[src/hw/usfc_pkg.sv]
`default_nettype none
package usfc_pkg;
  // ****************************************************
  // Register map
  // ****************************************************
  localparam logic [3:0] ADDR_FLAGS = 4'h0;
  localparam logic [3:0] ADDR_MASK = 4'h1;
  localparam logic [3:0] ADDR_EP0_IN_CFG = 4'h2;
  localparam logic [3:0] ADDR_EP0_OUT_CFG = 4'h3;
  localparam logic [3:0] ADDR_CTRL = 4'h4;
  localparam logic [3:0] ADDR_PWR = 4'h5;
  localparam logic [3:0] ADDR_STATUS = 4'h6;
  localparam logic [3:0] ADDR_IN_DATA = 4'h7;

  // ****************************************************
  // Field positions
  // ****************************************************
  localparam int FLAG_SETUP = 0;
  localparam int FLAG_IN_NAK = 1;
  localparam int FLAG_IN_SENT = 2;
  localparam int FLAG_ORPHAN = 3;
  localparam int NUM_FLAGS = 4;
  localparam int CFG_ENABLE = 0;
  localparam int CTRL_MODULE_EN = 0;
  localparam int PWR_BITS = 4;

  // ****************************************************
  // Reset values
  // ****************************************************
  localparam logic [3:0] RST_FLAGS = 4'h0;
  localparam logic [3:0] RST_MASK = 4'h0;
  localparam logic [7:0] RST_CFG = 8'h01;
  localparam logic [3:0] RST_PWR = 4'h0;
  localparam logic [15:0] RST_WORD = 16'h0000;

  // ****************************************************
  // Timing: clear hazard window around the token CRC
  // ****************************************************
  localparam int CLK_NS = 100;
  localparam int CRC_BIT_NS = 83;
  localparam int CRC_BIT_CYC = (CRC_BIT_NS + CLK_NS - 1) / CLK_NS;

  // ****************************************************
  // Host token kinds from the link decoder
  // ****************************************************
  localparam logic [1:0] TOK_NONE = 2'h0;
  localparam logic [1:0] TOK_SETUP = 2'h1;
  localparam logic [1:0] TOK_IN = 2'h2;
  localparam logic [1:0] TOK_OUT = 2'h3;

  // ****************************************************
  // Handshake answers
  // ****************************************************
  localparam logic [1:0] HS_NONE = 2'h0;
  localparam logic [1:0] HS_NAK = 2'h1;
  localparam logic [1:0] HS_DATA = 2'h2;
  localparam logic [1:0] HS_ORPHAN = 2'h3;

  typedef enum logic [1:0] {USFC_IDLE, USFC_WAIT_CRC, USFC_ANSWER} usfc_tok_state_t;
endpackage
`default_nettype wire

[src/hw/usfc_clear_gate.sv]
`default_nettype none
module usfc_clear_gate (
  input wire logic clk, // Module clock
  input wire logic rst, // Synchronous reset
  input wire logic clear_req, // Software clear of the setup flag
  input wire logic crc_busy, // Token CRC is on the bus
  input wire logic ep_en_in, // Endpoint zero IN enable
  input wire logic ep_en_out, // Endpoint zero OUT enable
  output logic clear_now, // Clear pulse applied to the flag
  output logic gated // Both endpoint zero enables are off
);
  logic pending;

  // ****************************************************
  // Clear scheduling
  // ****************************************************

  // With both endpoints gated, the clear is applied at once and token logic ignores it
  assign gated = !ep_en_in && !ep_en_out;

  // A live clear is held off until the token CRC has passed, closing the hazard window
  always_ff @(posedge clk) begin
    if (rst) begin
      pending <= 1'b0;
    end else if (clear_req && (crc_busy && !gated)) begin
      pending <= 1'b1;
    end else if (!crc_busy) begin
      pending <= 1'b0;
    end
  end

  // Clear applies when the CRC window is not open or the endpoint is gated
  assign clear_now = (clear_req || pending) && (!crc_busy || gated);
endmodule
`default_nettype wire

[src/hw/usfc_top.sv]
`default_nettype none
// How it works
// - SETUP sets flag and raises interrupt
// - IN tokens NAKed while flag set
// - Clear during token CRC never misbehaves
// - Module enable low resets transmit state
// - Gated endpoint isolates clear from IN
// - Gated sequence may emit orphan answers
// - Power control all-zero clears failed start
module usfc_top (
  input wire logic clk, // Module clock, 10 MHz
  input wire logic rst, // Synchronous reset, active high
  input wire logic [3:0] addr, // Register address
  input wire logic [15:0] wdata, // Register write data
  input wire logic wr, // Write strobe
  input wire logic rd, // Read strobe
  output logic [15:0] rdata, // Read data, cycle after read strobe
  input wire logic [1:0] tok_kind, // Decoded host token, one-cycle pulse
  input wire logic tok_ep0, // Token addresses endpoint zero
  input wire logic crc_busy, // Token CRC bits on the bus
  output logic [1:0] hs_kind, // Answer to the host, one-cycle pulse
  output logic [7:0] tx_byte, // Data byte sent with a data answer
  output logic ldo_enable, // Bus regulators enabled
  output logic irq // Interrupt, level
);
  logic [usfc_pkg::NUM_FLAGS-1:0] flags;
  logic [usfc_pkg::NUM_FLAGS-1:0] mask;
  logic [usfc_pkg::NUM_FLAGS-1:0] next_flags;
  logic [usfc_pkg::NUM_FLAGS-1:0] set_ev;
  logic [7:0] ep0_in_config;
  logic [7:0] ep0_out_config;
  logic module_enable_bit;
  logic [usfc_pkg::PWR_BITS-1:0] usb_power_control;
  logic start_failed;
  logic [7:0] in_data;
  logic in_loaded;
  logic clear_req;
  logic clear_now;
  logic gated;
  logic gated_seen;
  logic soft_rst;
  usfc_pkg::usfc_tok_state_t state;
  usfc_pkg::usfc_tok_state_t next_state;

  // ****************************************************
  // Helpers
  // ****************************************************

  // Register select, used by the write paths; the read port decodes addr with a case
  function automatic logic hit(input logic [3:0] a, input logic [3:0] r);
    hit = (a == r);
  endfunction

  // Module reset: hard reset or enable bit low
  assign soft_rst = rst || !module_enable_bit;
  assign clear_req = wr && hit(addr, usfc_pkg::ADDR_FLAGS) && !wdata[usfc_pkg::FLAG_SETUP];

  // ****************************************************
  // Clear gating
  // ****************************************************

  // Defers a live clear past the token CRC window
  usfc_clear_gate u_gate (
    .clk(clk),
    .rst(soft_rst),
    .clear_req(clear_req),
    .crc_busy(crc_busy),
    .ep_en_in(ep0_in_config[usfc_pkg::CFG_ENABLE]),
    .ep_en_out(ep0_out_config[usfc_pkg::CFG_ENABLE]),
    .clear_now(clear_now),
    .gated(gated)
  );

  // ****************************************************
  // Software registers
  // ****************************************************

  // Module enable bit survives its own reset
  always_ff @(posedge clk) begin
    if (rst) begin
      module_enable_bit <= 1'b0;
    end else if (wr && hit(addr, usfc_pkg::ADDR_CTRL)) begin
      module_enable_bit <= wdata[usfc_pkg::CTRL_MODULE_EN];
    end
  end

  // Power control: all-zero write turns regulators off and clears a failed start
  always_ff @(posedge clk) begin
    if (rst) begin
      usb_power_control <= usfc_pkg::RST_PWR;
      start_failed <= 1'b1;
    end else if (wr && hit(addr, usfc_pkg::ADDR_PWR)) begin
      usb_power_control <= wdata[usfc_pkg::PWR_BITS-1:0];
      if (wdata[usfc_pkg::PWR_BITS-1:0] == usfc_pkg::RST_PWR) begin
        start_failed <= 1'b0;
      end
    end
  end

  // Regulators run only when enabled and not stuck in a failed start
  always_ff @(posedge clk) begin
    if (rst) begin
      ldo_enable <= 1'b0;
    end else begin
      ldo_enable <= (usb_power_control != usfc_pkg::RST_PWR) && !start_failed;
    end
  end

  // Endpoint zero configurations and interrupt mask
  always_ff @(posedge clk) begin
    if (soft_rst) begin
      ep0_in_config <= usfc_pkg::RST_CFG;
      ep0_out_config <= usfc_pkg::RST_CFG;
      mask <= usfc_pkg::RST_MASK;
    end else if (wr) begin
      if (hit(addr, usfc_pkg::ADDR_EP0_IN_CFG)) begin
        ep0_in_config <= wdata[7:0];
      end
      if (hit(addr, usfc_pkg::ADDR_EP0_OUT_CFG)) begin
        ep0_out_config <= wdata[7:0];
      end
      if (hit(addr, usfc_pkg::ADDR_MASK)) begin
        mask <= wdata[usfc_pkg::NUM_FLAGS-1:0];
      end
    end
  end

  // IN data buffer, armed by a write and consumed by a data answer
  always_ff @(posedge clk) begin
    if (soft_rst) begin
      in_data <= 8'h00;
      in_loaded <= 1'b0;
    end else if (wr && hit(addr, usfc_pkg::ADDR_IN_DATA)) begin
      in_data <= wdata[7:0];
      in_loaded <= 1'b1;
    end else if (state == usfc_pkg::USFC_ANSWER && hs_kind == usfc_pkg::HS_DATA) begin
      in_loaded <= 1'b0;
    end
  end

  // Remembers that the gated clear happened, so re-enable sends an orphan
  always_ff @(posedge clk) begin
    if (soft_rst) begin
      gated_seen <= 1'b0;
    end else if (clear_now && gated) begin
      gated_seen <= 1'b1;
    end else if (!gated) begin
      gated_seen <= 1'b0;
    end
  end

  // ****************************************************
  // Token handling
  // ****************************************************

  // Answer decision: SETUP flag forces NAK, gated endpoint ignores tokens
  always_comb begin
    next_state = state;
    case (state)
      usfc_pkg::USFC_IDLE: begin
        if (tok_kind == usfc_pkg::TOK_IN && tok_ep0 && !gated) begin
          next_state = usfc_pkg::USFC_WAIT_CRC;
        end
      end
      usfc_pkg::USFC_WAIT_CRC: begin
        if (!crc_busy) begin
          next_state = usfc_pkg::USFC_ANSWER;
        end
      end
      usfc_pkg::USFC_ANSWER: begin
        next_state = usfc_pkg::USFC_IDLE; // One answer per token, never endless
      end
      default: begin
        next_state = usfc_pkg::USFC_IDLE;
      end
    endcase
  end

  // Token state register, cleared by module reset
  always_ff @(posedge clk) begin
    if (soft_rst) begin
      state <= usfc_pkg::USFC_IDLE;
    end else begin
      state <= next_state;
    end
  end

  // Handshake output and data byte
  always_ff @(posedge clk) begin
    if (soft_rst) begin
      hs_kind <= usfc_pkg::HS_NONE;
      tx_byte <= 8'h00;
    end else if (next_state == usfc_pkg::USFC_ANSWER) begin
      if (flags[usfc_pkg::FLAG_SETUP] || !in_loaded) begin
        hs_kind <= usfc_pkg::HS_NAK;
      end else begin
        hs_kind <= usfc_pkg::HS_DATA;
        tx_byte <= in_data;
      end
    end else if (gated_seen && !gated) begin
      hs_kind <= usfc_pkg::HS_ORPHAN;
    end else begin
      hs_kind <= usfc_pkg::HS_NONE;
    end
  end

  // ****************************************************
  // Interrupt flags
  // ****************************************************

  // Event pulses into the sticky flags
  always_comb begin
    set_ev = '0;
    set_ev[usfc_pkg::FLAG_SETUP] = (tok_kind == usfc_pkg::TOK_SETUP) && tok_ep0;
    set_ev[usfc_pkg::FLAG_IN_NAK] = (next_state == usfc_pkg::USFC_ANSWER) && flags[usfc_pkg::FLAG_SETUP];
    set_ev[usfc_pkg::FLAG_IN_SENT] = (next_state == usfc_pkg::USFC_ANSWER) && !flags[usfc_pkg::FLAG_SETUP]
      && in_loaded;
    set_ev[usfc_pkg::FLAG_ORPHAN] = gated_seen && !gated;
  end

  // Setup flag clears by writing zero; others clear by writing one; sets win
  always_comb begin
    next_flags = flags;
    if (clear_now) begin
      next_flags[usfc_pkg::FLAG_SETUP] = 1'b0;
    end
    if (wr && hit(addr, usfc_pkg::ADDR_FLAGS)) begin
      next_flags[usfc_pkg::NUM_FLAGS-1:1] = flags[usfc_pkg::NUM_FLAGS-1:1] & ~wdata[usfc_pkg::NUM_FLAGS-1:1];
    end
    next_flags = next_flags | set_ev;
  end

  // Flag register
  always_ff @(posedge clk) begin
    if (soft_rst) begin
      flags <= usfc_pkg::RST_FLAGS;
    end else begin
      flags <= next_flags;
    end
  end

  // Interrupt level from unmasked flags, registered
  always_ff @(posedge clk) begin
    if (soft_rst) begin
      irq <= 1'b0;
    end else begin
      irq <= |(next_flags & mask);
    end
  end

  // ****************************************************
  // Read port
  // ****************************************************

  // Read data valid the cycle after the strobe only
  always_ff @(posedge clk) begin
    if (rst) begin
      rdata <= usfc_pkg::RST_WORD;
    end else if (rd) begin
      case (addr)
        usfc_pkg::ADDR_FLAGS: rdata <= {12'h000, flags};
        usfc_pkg::ADDR_MASK: rdata <= {12'h000, mask};
        usfc_pkg::ADDR_EP0_IN_CFG: rdata <= {8'h00, ep0_in_config};
        usfc_pkg::ADDR_EP0_OUT_CFG: rdata <= {8'h00, ep0_out_config};
        usfc_pkg::ADDR_CTRL: rdata <= {15'h0000, module_enable_bit};
        usfc_pkg::ADDR_PWR: rdata <= {12'h000, usb_power_control};
        usfc_pkg::ADDR_STATUS: rdata <= {12'h000, in_loaded, start_failed, ldo_enable, gated};
        usfc_pkg::ADDR_IN_DATA: rdata <= {8'h00, in_data};
        default: rdata <= usfc_pkg::RST_WORD;
      endcase
    end else begin
      rdata <= usfc_pkg::RST_WORD;
    end
  end
endmodule
`default_nettype wire

[config.mk]
export PLATFORM = sky130hd
export DESIGN_NAME = usfc_top
export DESIGN_NICKNAME = d
export VERILOG_FILES = /design/src/hw/usfc_pkg.sv /design/src/hw/usfc_clear_gate.sv /design/src/hw/usfc_top.sv
export SDC_FILE = /design/constraint.sdc
export NUM_CORES = 1
export LEC_CHECK = 0
export BUFFER_PORTS_ARGS = -buffer_cell sky130_fd_sc_hd__buf_2
export CORE_MARGIN = 2
export CORE_UTILIZATION = 49
export DETAILED_ROUTE_END_ITERATION = 6
export GPL_ROUTABILITY_DRIVEN = 1
export PLACE_DENSITY = 0.74
export SYNTH_ARGS = -nofsm -noshare
export SYNTH_HDL_FRONTEND = slang
export SYNTH_SLANG_ARGS = --single-unit
[constraint.sdc]
create_clock -name clk -period 1.7 [get_ports clk]
set_input_delay 0.51 -clock clk [delete_from_list [all_inputs] [get_ports clk]]
set_output_delay 0.51 -clock clk [all_outputs]
set_load 0.05 [all_outputs]
# Word-level counts from Yosys, hierarchy flattened
# Index checks and enable logic that the tools add are counted.
# totals
regBits	71
word_cells	97
# classes
eq_ne	15
n_mux	15
n_bitwise	6
n_reduce_logical	44
# op_table
op	count
case mux 8 bit (8 select lines)	1
logical AND 1 bit	19
== test 4 x 3 -> 1 bit, second input constant	4
two-way mux 2 bit	5
AND reduction 2 bit	5
zero test 1 bit	9
== test 2 bit, second input constant	4
== test 4 x 2 -> 1 bit, second input constant	2
zero test 4 bit	2
two-way mux 1 bit	7
bitwise AND 4 bit	1
== test 2 x 1 -> 1 bit, second input constant	2
== test 4 x 1 -> 1 bit, second input constant	1
logical OR 1 bit	4
inequality test 2 x 1 -> 1 bit, second input constant	2
bitwise OR 4 bit	1
case mux 2 bit (2 select lines)	1
nonzero test 4 bit	1
OR reduction 4 bit	1
bitwise AND 3 bit	1
two-way mux 3 bit	1
NOT 3 bit	1
zero test 2 bit	1
NOT 1 bit	2
other kinds (2)	2

# Logic depth before layout (Yosys ltp)
# logic_depth
depth_word	12
mapped_depth	6
mapped_depth_nobuf	4

# Hierarchy
# Synthesis repeated with hierarchy kept, for this count alone.
# hier_totals
hier_cells	283
area_unflattened_um2	2702.6
# modules_own_cells
mod	n_inst	cells_each	area_each_um2
usfc_top	1	276	2643.8
usfc_clear_gate	1	7	58.8

# Least setup slack after synthesis
# No wires, ideal clock.
# synth_path
path_kind	input-to-reg
startpoint	in addr[2]
endpoint	reg ep0_out_config[0]
setup_time_ps	126
t_arrival_ps	1515
slack_ps	60
cell_stages	6
cell_sequence	buf_4 -> nor2_1 -> buf_2 -> nand4_2 -> mux2i_1 -> nand2_1
# synth_via
elab_chain_len	2
# synth_rtl
item	line	source
start: declaration	usfc_top.sv:13	input wire logic [3:0] addr,
== test 4 x 2 -> 1 bit	usfc_top.sv:51	hit = (a == r);
AND reduction 2 bit (no source line)	-	
end signal: assignment	usfc_top.sv:113	ep0_out_config <= usfc_pkg::RST_CFG;
end signal: assignment	usfc_top.sv:120	ep0_out_config <= wdata[7:0];
end: declaration	usfc_top.sv:31	logic [7:0] ep0_out_config;
# No other way between the ends.
# A chain may end at the register's enable or synchronous reset.

# Final worst setup path
# layout_path
startpoint	reg state[0]
endpoint	reg tx_byte[3]
# layout_via
elab_chain_len	4
# layout_rtl
item	line	source
start: declaration	usfc_top.sv:42	usfc_pkg::usfc_tok_state_t state;
start signal: assignment	usfc_top.sv:182	state <= usfc_pkg::USFC_IDLE;
start signal: assignment	usfc_top.sv:184	state <= next_state;
== test 2 x 1 -> 1 bit (tied with other cells)	usfc_top.sv:159	case (state)
case mux 2 bit (2 select lines) (*)	usfc_top.sv:159	
== test 2 bit (*)	usfc_top.sv:193	end else if (next_state == usfc_pkg::USFC_ANSWER) begin
AND reduction 2 bit (no source line) (*)	-	
end signal: assignment	usfc_top.sv:198	tx_byte <= in_data;
end: declaration	usfc_top.sv:22	output logic [7:0] tx_byte,
# Mark *: on every way between the ends. The rest lies on a longest branch, timed or not.

==> flow_metrics.py <==
metrics = {
    "die": {
        "coreArea_um2": 5470,
        "initial_core_util": 0.503,
        "pin_count": 56,
        "std_cell_rows": 27,
        "dieArea_um2": 6230,
        "die_w_um": 78.9,
        "die_y_um": 78.9,
    },
    "timing": {
        "fin_crit_ns": 1.51,
        "maxSlewViolCount": 0,
        "fmax_mhz": 661,
        "finalHoldViolCount": 0,
        "rsz0062_at_grt": "no",
        "relSlewSlack": 0.665,
        "skew_ns": 0.00416,
        "finalSetupTns_ns": 0,
        "worst_slew_pin_slew_ns": 0.502,
        "finalCritPeriodShare": 0.890,
        "setup_viol": 0,
    },
    "routing": {
        "drtPass1Iterations": 4,
        "num_vias": 2341,
        "antenna_left": 0,
        "viasPerCell": 5.37,
        "drtIter0Drc": 112,
        "drc_errors": 0,
        "detail_route.wirelength_um": 6320,
        "avgRoutedWirePerCell_um": 14.5,
    },
    "place": {
        "portBuffers": 39,
        "dp_cells": 420,
        "place_congestion": 0.813,
        "place_area_um2": 3160,
        "dp_hpwl_um": 4550,
    },
    "logic_synthesis": {
        "async_flop_share": 0,
        "syn_avg_cell_area_um2": 9.11,
        "synth_area_leader_cell": "dfxtp_1",
        "synth_enable_flop_cells": 0,
        "synth_cell_types": 42,
        "synth_seq_area_share": 0.458,
        "syn_area_um2": 2750,
        "yosysWarnings": 0,
        "synth_top_area_share": 0.458,
        "ys.flop_type": "dfxtp_1",
        "synth_area_leaders": "dfxtp_1 46%, mux2i_1 14%, nor2_1 5.3%, a21oi_1 5.1%, nand2_1 5.0%",
        "synthCells": 302,
        "ys_seq_elements": 63,
    },
    "critical_path": {
        "r2r_start": "state[0]",
        "r2r_slack_ns": 0.19,
        "path_buf_inv": 1,
        "reg2reg_to": "tx_byte[3]",
        "path_cells": "or3b_4, nor3b_4, buf_4, nand2_1, a21oi_1",
        "crit_family": "simple AND/OR/NAND/NOR gates",
        "endpoint_kind": "flip-flop",
        "slowest_stage": "or3b_4",
        "path_class": "flip-flop to flip-flop",
        "reg2reg_depth": 5,
        "worstPathArrival_ns": 1.78,
        "cp.required_ns": 1.97,
        "max_stage_delay_ns": 0.43,
        "crit_path_start_kind": "flip-flop",
        "critical_path_peak_fanout": 9,
    },
    "run": {
        "drv_cap": 0,
    },
    "cts": {
        "clkLatencyLatePin_ns": 0.34,
        "clock-sinks": 63,
        "cts_setup_buffers": 0,
        "cts_buffers": 9,
        "cts_resized": 0,
        "ctsHtreeMaxLevel": 3,
        "cts_tree": "yes",
        "cts-root-buf": "clkbuf_8",
        "hold_buffers": 0,
        "clock_path_buffers": 2,
        "clkTransAtPathRegs_ns": 0.07,
    },
    "grt": {
        "gr-total-overflow": 0,
        "grt_max_degree": 25,
        "grt_pass1_vias": 2257,
        "globalRouteTotalUtil": 0.222,
        "grt_pass1_wl_um": 10600,
        "grt_antenna_before_repair": 0,
    },
    "layout": {
        "final_cell_mix": "63 x dfxtp_1, 39 x mux2i_1, 39 x nor2_1, 39 x buf_2, 37 x nand2_1",
        "syn2layout_area_growth_pct": 21.2,
        "seqCellArea_um2": 1260,
        "layout_commonest_cell": "dfxtp_1",
        "final_cells": 436,
        "final_layout_size_suffix_gt1_frac": 0.247,
        "diodes": 0,
        "fillers": 492,
        "multiInputGateArea_um2": 1370,
        "final_area_um2": 3340,
        "fin_nets": 387,
    },
    "hold_path": {
        "min_delay_path_depth": 2,
        "hold_class": "flip-flop to flip-flop",
        "hp-start": "tx_byte[7]",
        "holdPathEnd": "tx_byte[7]",
    },
    "status": {
        "status": "completed",
    },
    "power_and_ir_drop": {
        "power_w": 0.00285,
        "ir_drop_mv": 0.491,
        "powerDensity_nw_per_um2": 854,
        "p_leak_nw": 1.40,
    },
}
synthesized netlist by cell type, drive strengths merged (4+ instances only):
cell type  number
a21oi          28
a2bb2oi         4
buf            16
clkbuf         11
dfxtp          63
mux2i          39
nand2          37
nand3          14
nand3b          5
nor2           39
nor3b           4
o21ai           5
per-stage QoR:
stage | worst slack, ns | hold WS, ns | utilization
floorplan | 0.0596 | 0.426 | -
global placement | 0.0291 | 0.441 | 0.577
detailed placement | -0.0182 | 0.443 | 0.577
CTS | 0.185 | 0.443 | 0.610
global route | 0.0814 | 0.464 | 0.610
finish | 0.187 | 0.449 | 0.610
worst min-delay path, cell delays in order (launching register included):
cell	delay, ns
dfxtp_1	0.31
nand2_1	0.05
a21oi_1	0.05
power breakdown:
| group | leakage (nW) | switching (W) | internal, W | total (W) |
|---|---|---|---|---|
| Combinational | 0.802 | 0.000135 | 0.0000757 | 0.000211 |
| Clock | 0.0894 | 0.000554 | 0.000605 | 0.00116 |
| Sequential | 0.507 | 0.00000187 | 0.00148 | 0.00148 |
how the worst max path moves through the flow:
stage                         from                 to  slack [ns]  cells after the start
after floorplan            addr[2]  ep0_out_config[0]        0.06                      6
after global placement    crc_busy         tx_byte[5]        0.03                      6
after detailed placement  crc_busy         tx_byte[3]       -0.02                      6
after CTS                 state[0]         tx_byte[3]        0.19                      5
after global routing      state[0]         tx_byte[6]        0.08                      5
final                     state[0]         tx_byte[3]        0.19                      5
cells by family (layout without fill, tap and decap cells):
family                 Yosys count  count (layout)  share of synthesized area
AND/OR/NAND/NOR                117             117                      0.213
flip-flops                      63              63                      0.458
AO/OA/AOI/OAI                   51              51                      0.118
multiplexers                    41              41                      0.154
buffers and inverters           29              84                     0.0550
other                            1               8                    0.00136
sequential cells by signal, summed over array words and instances, names as in the netlist, 2 cells and up:
register,flops
hs_kind,2
flags,4
state,2
mask,4
rdata,8
ep0_out_config,8
tx_byte,8
ep0_in_config,8
in_data,8
usb_power_control,4
layout make-up:
| class | count | share of cell area |
|---|---|---|
| Multi-Input combinational cell | 217 | 0.409 |
| Timing Repair Buffer | 66 | 0.131 |
| Clock buffer | 13 | 0.0476 |
| Tap cell | 72 | 0.0270 |
| Inverter | 2 | 0.00225 |
| Clock inverter | 3 | 0.00525 |
| Sequential cell | 63 | 0.378 |
metal layers:
layer  share of wire  GRT usage  up-vias
met5               0          0        -
met4           0.013      0.103        0
met3           0.056     0.0386        9
met2            0.46      0.345       76
met1            0.47      0.302     1098
li1                -          -     1158
No activity file was read; power rests on OpenSTA's default activity.
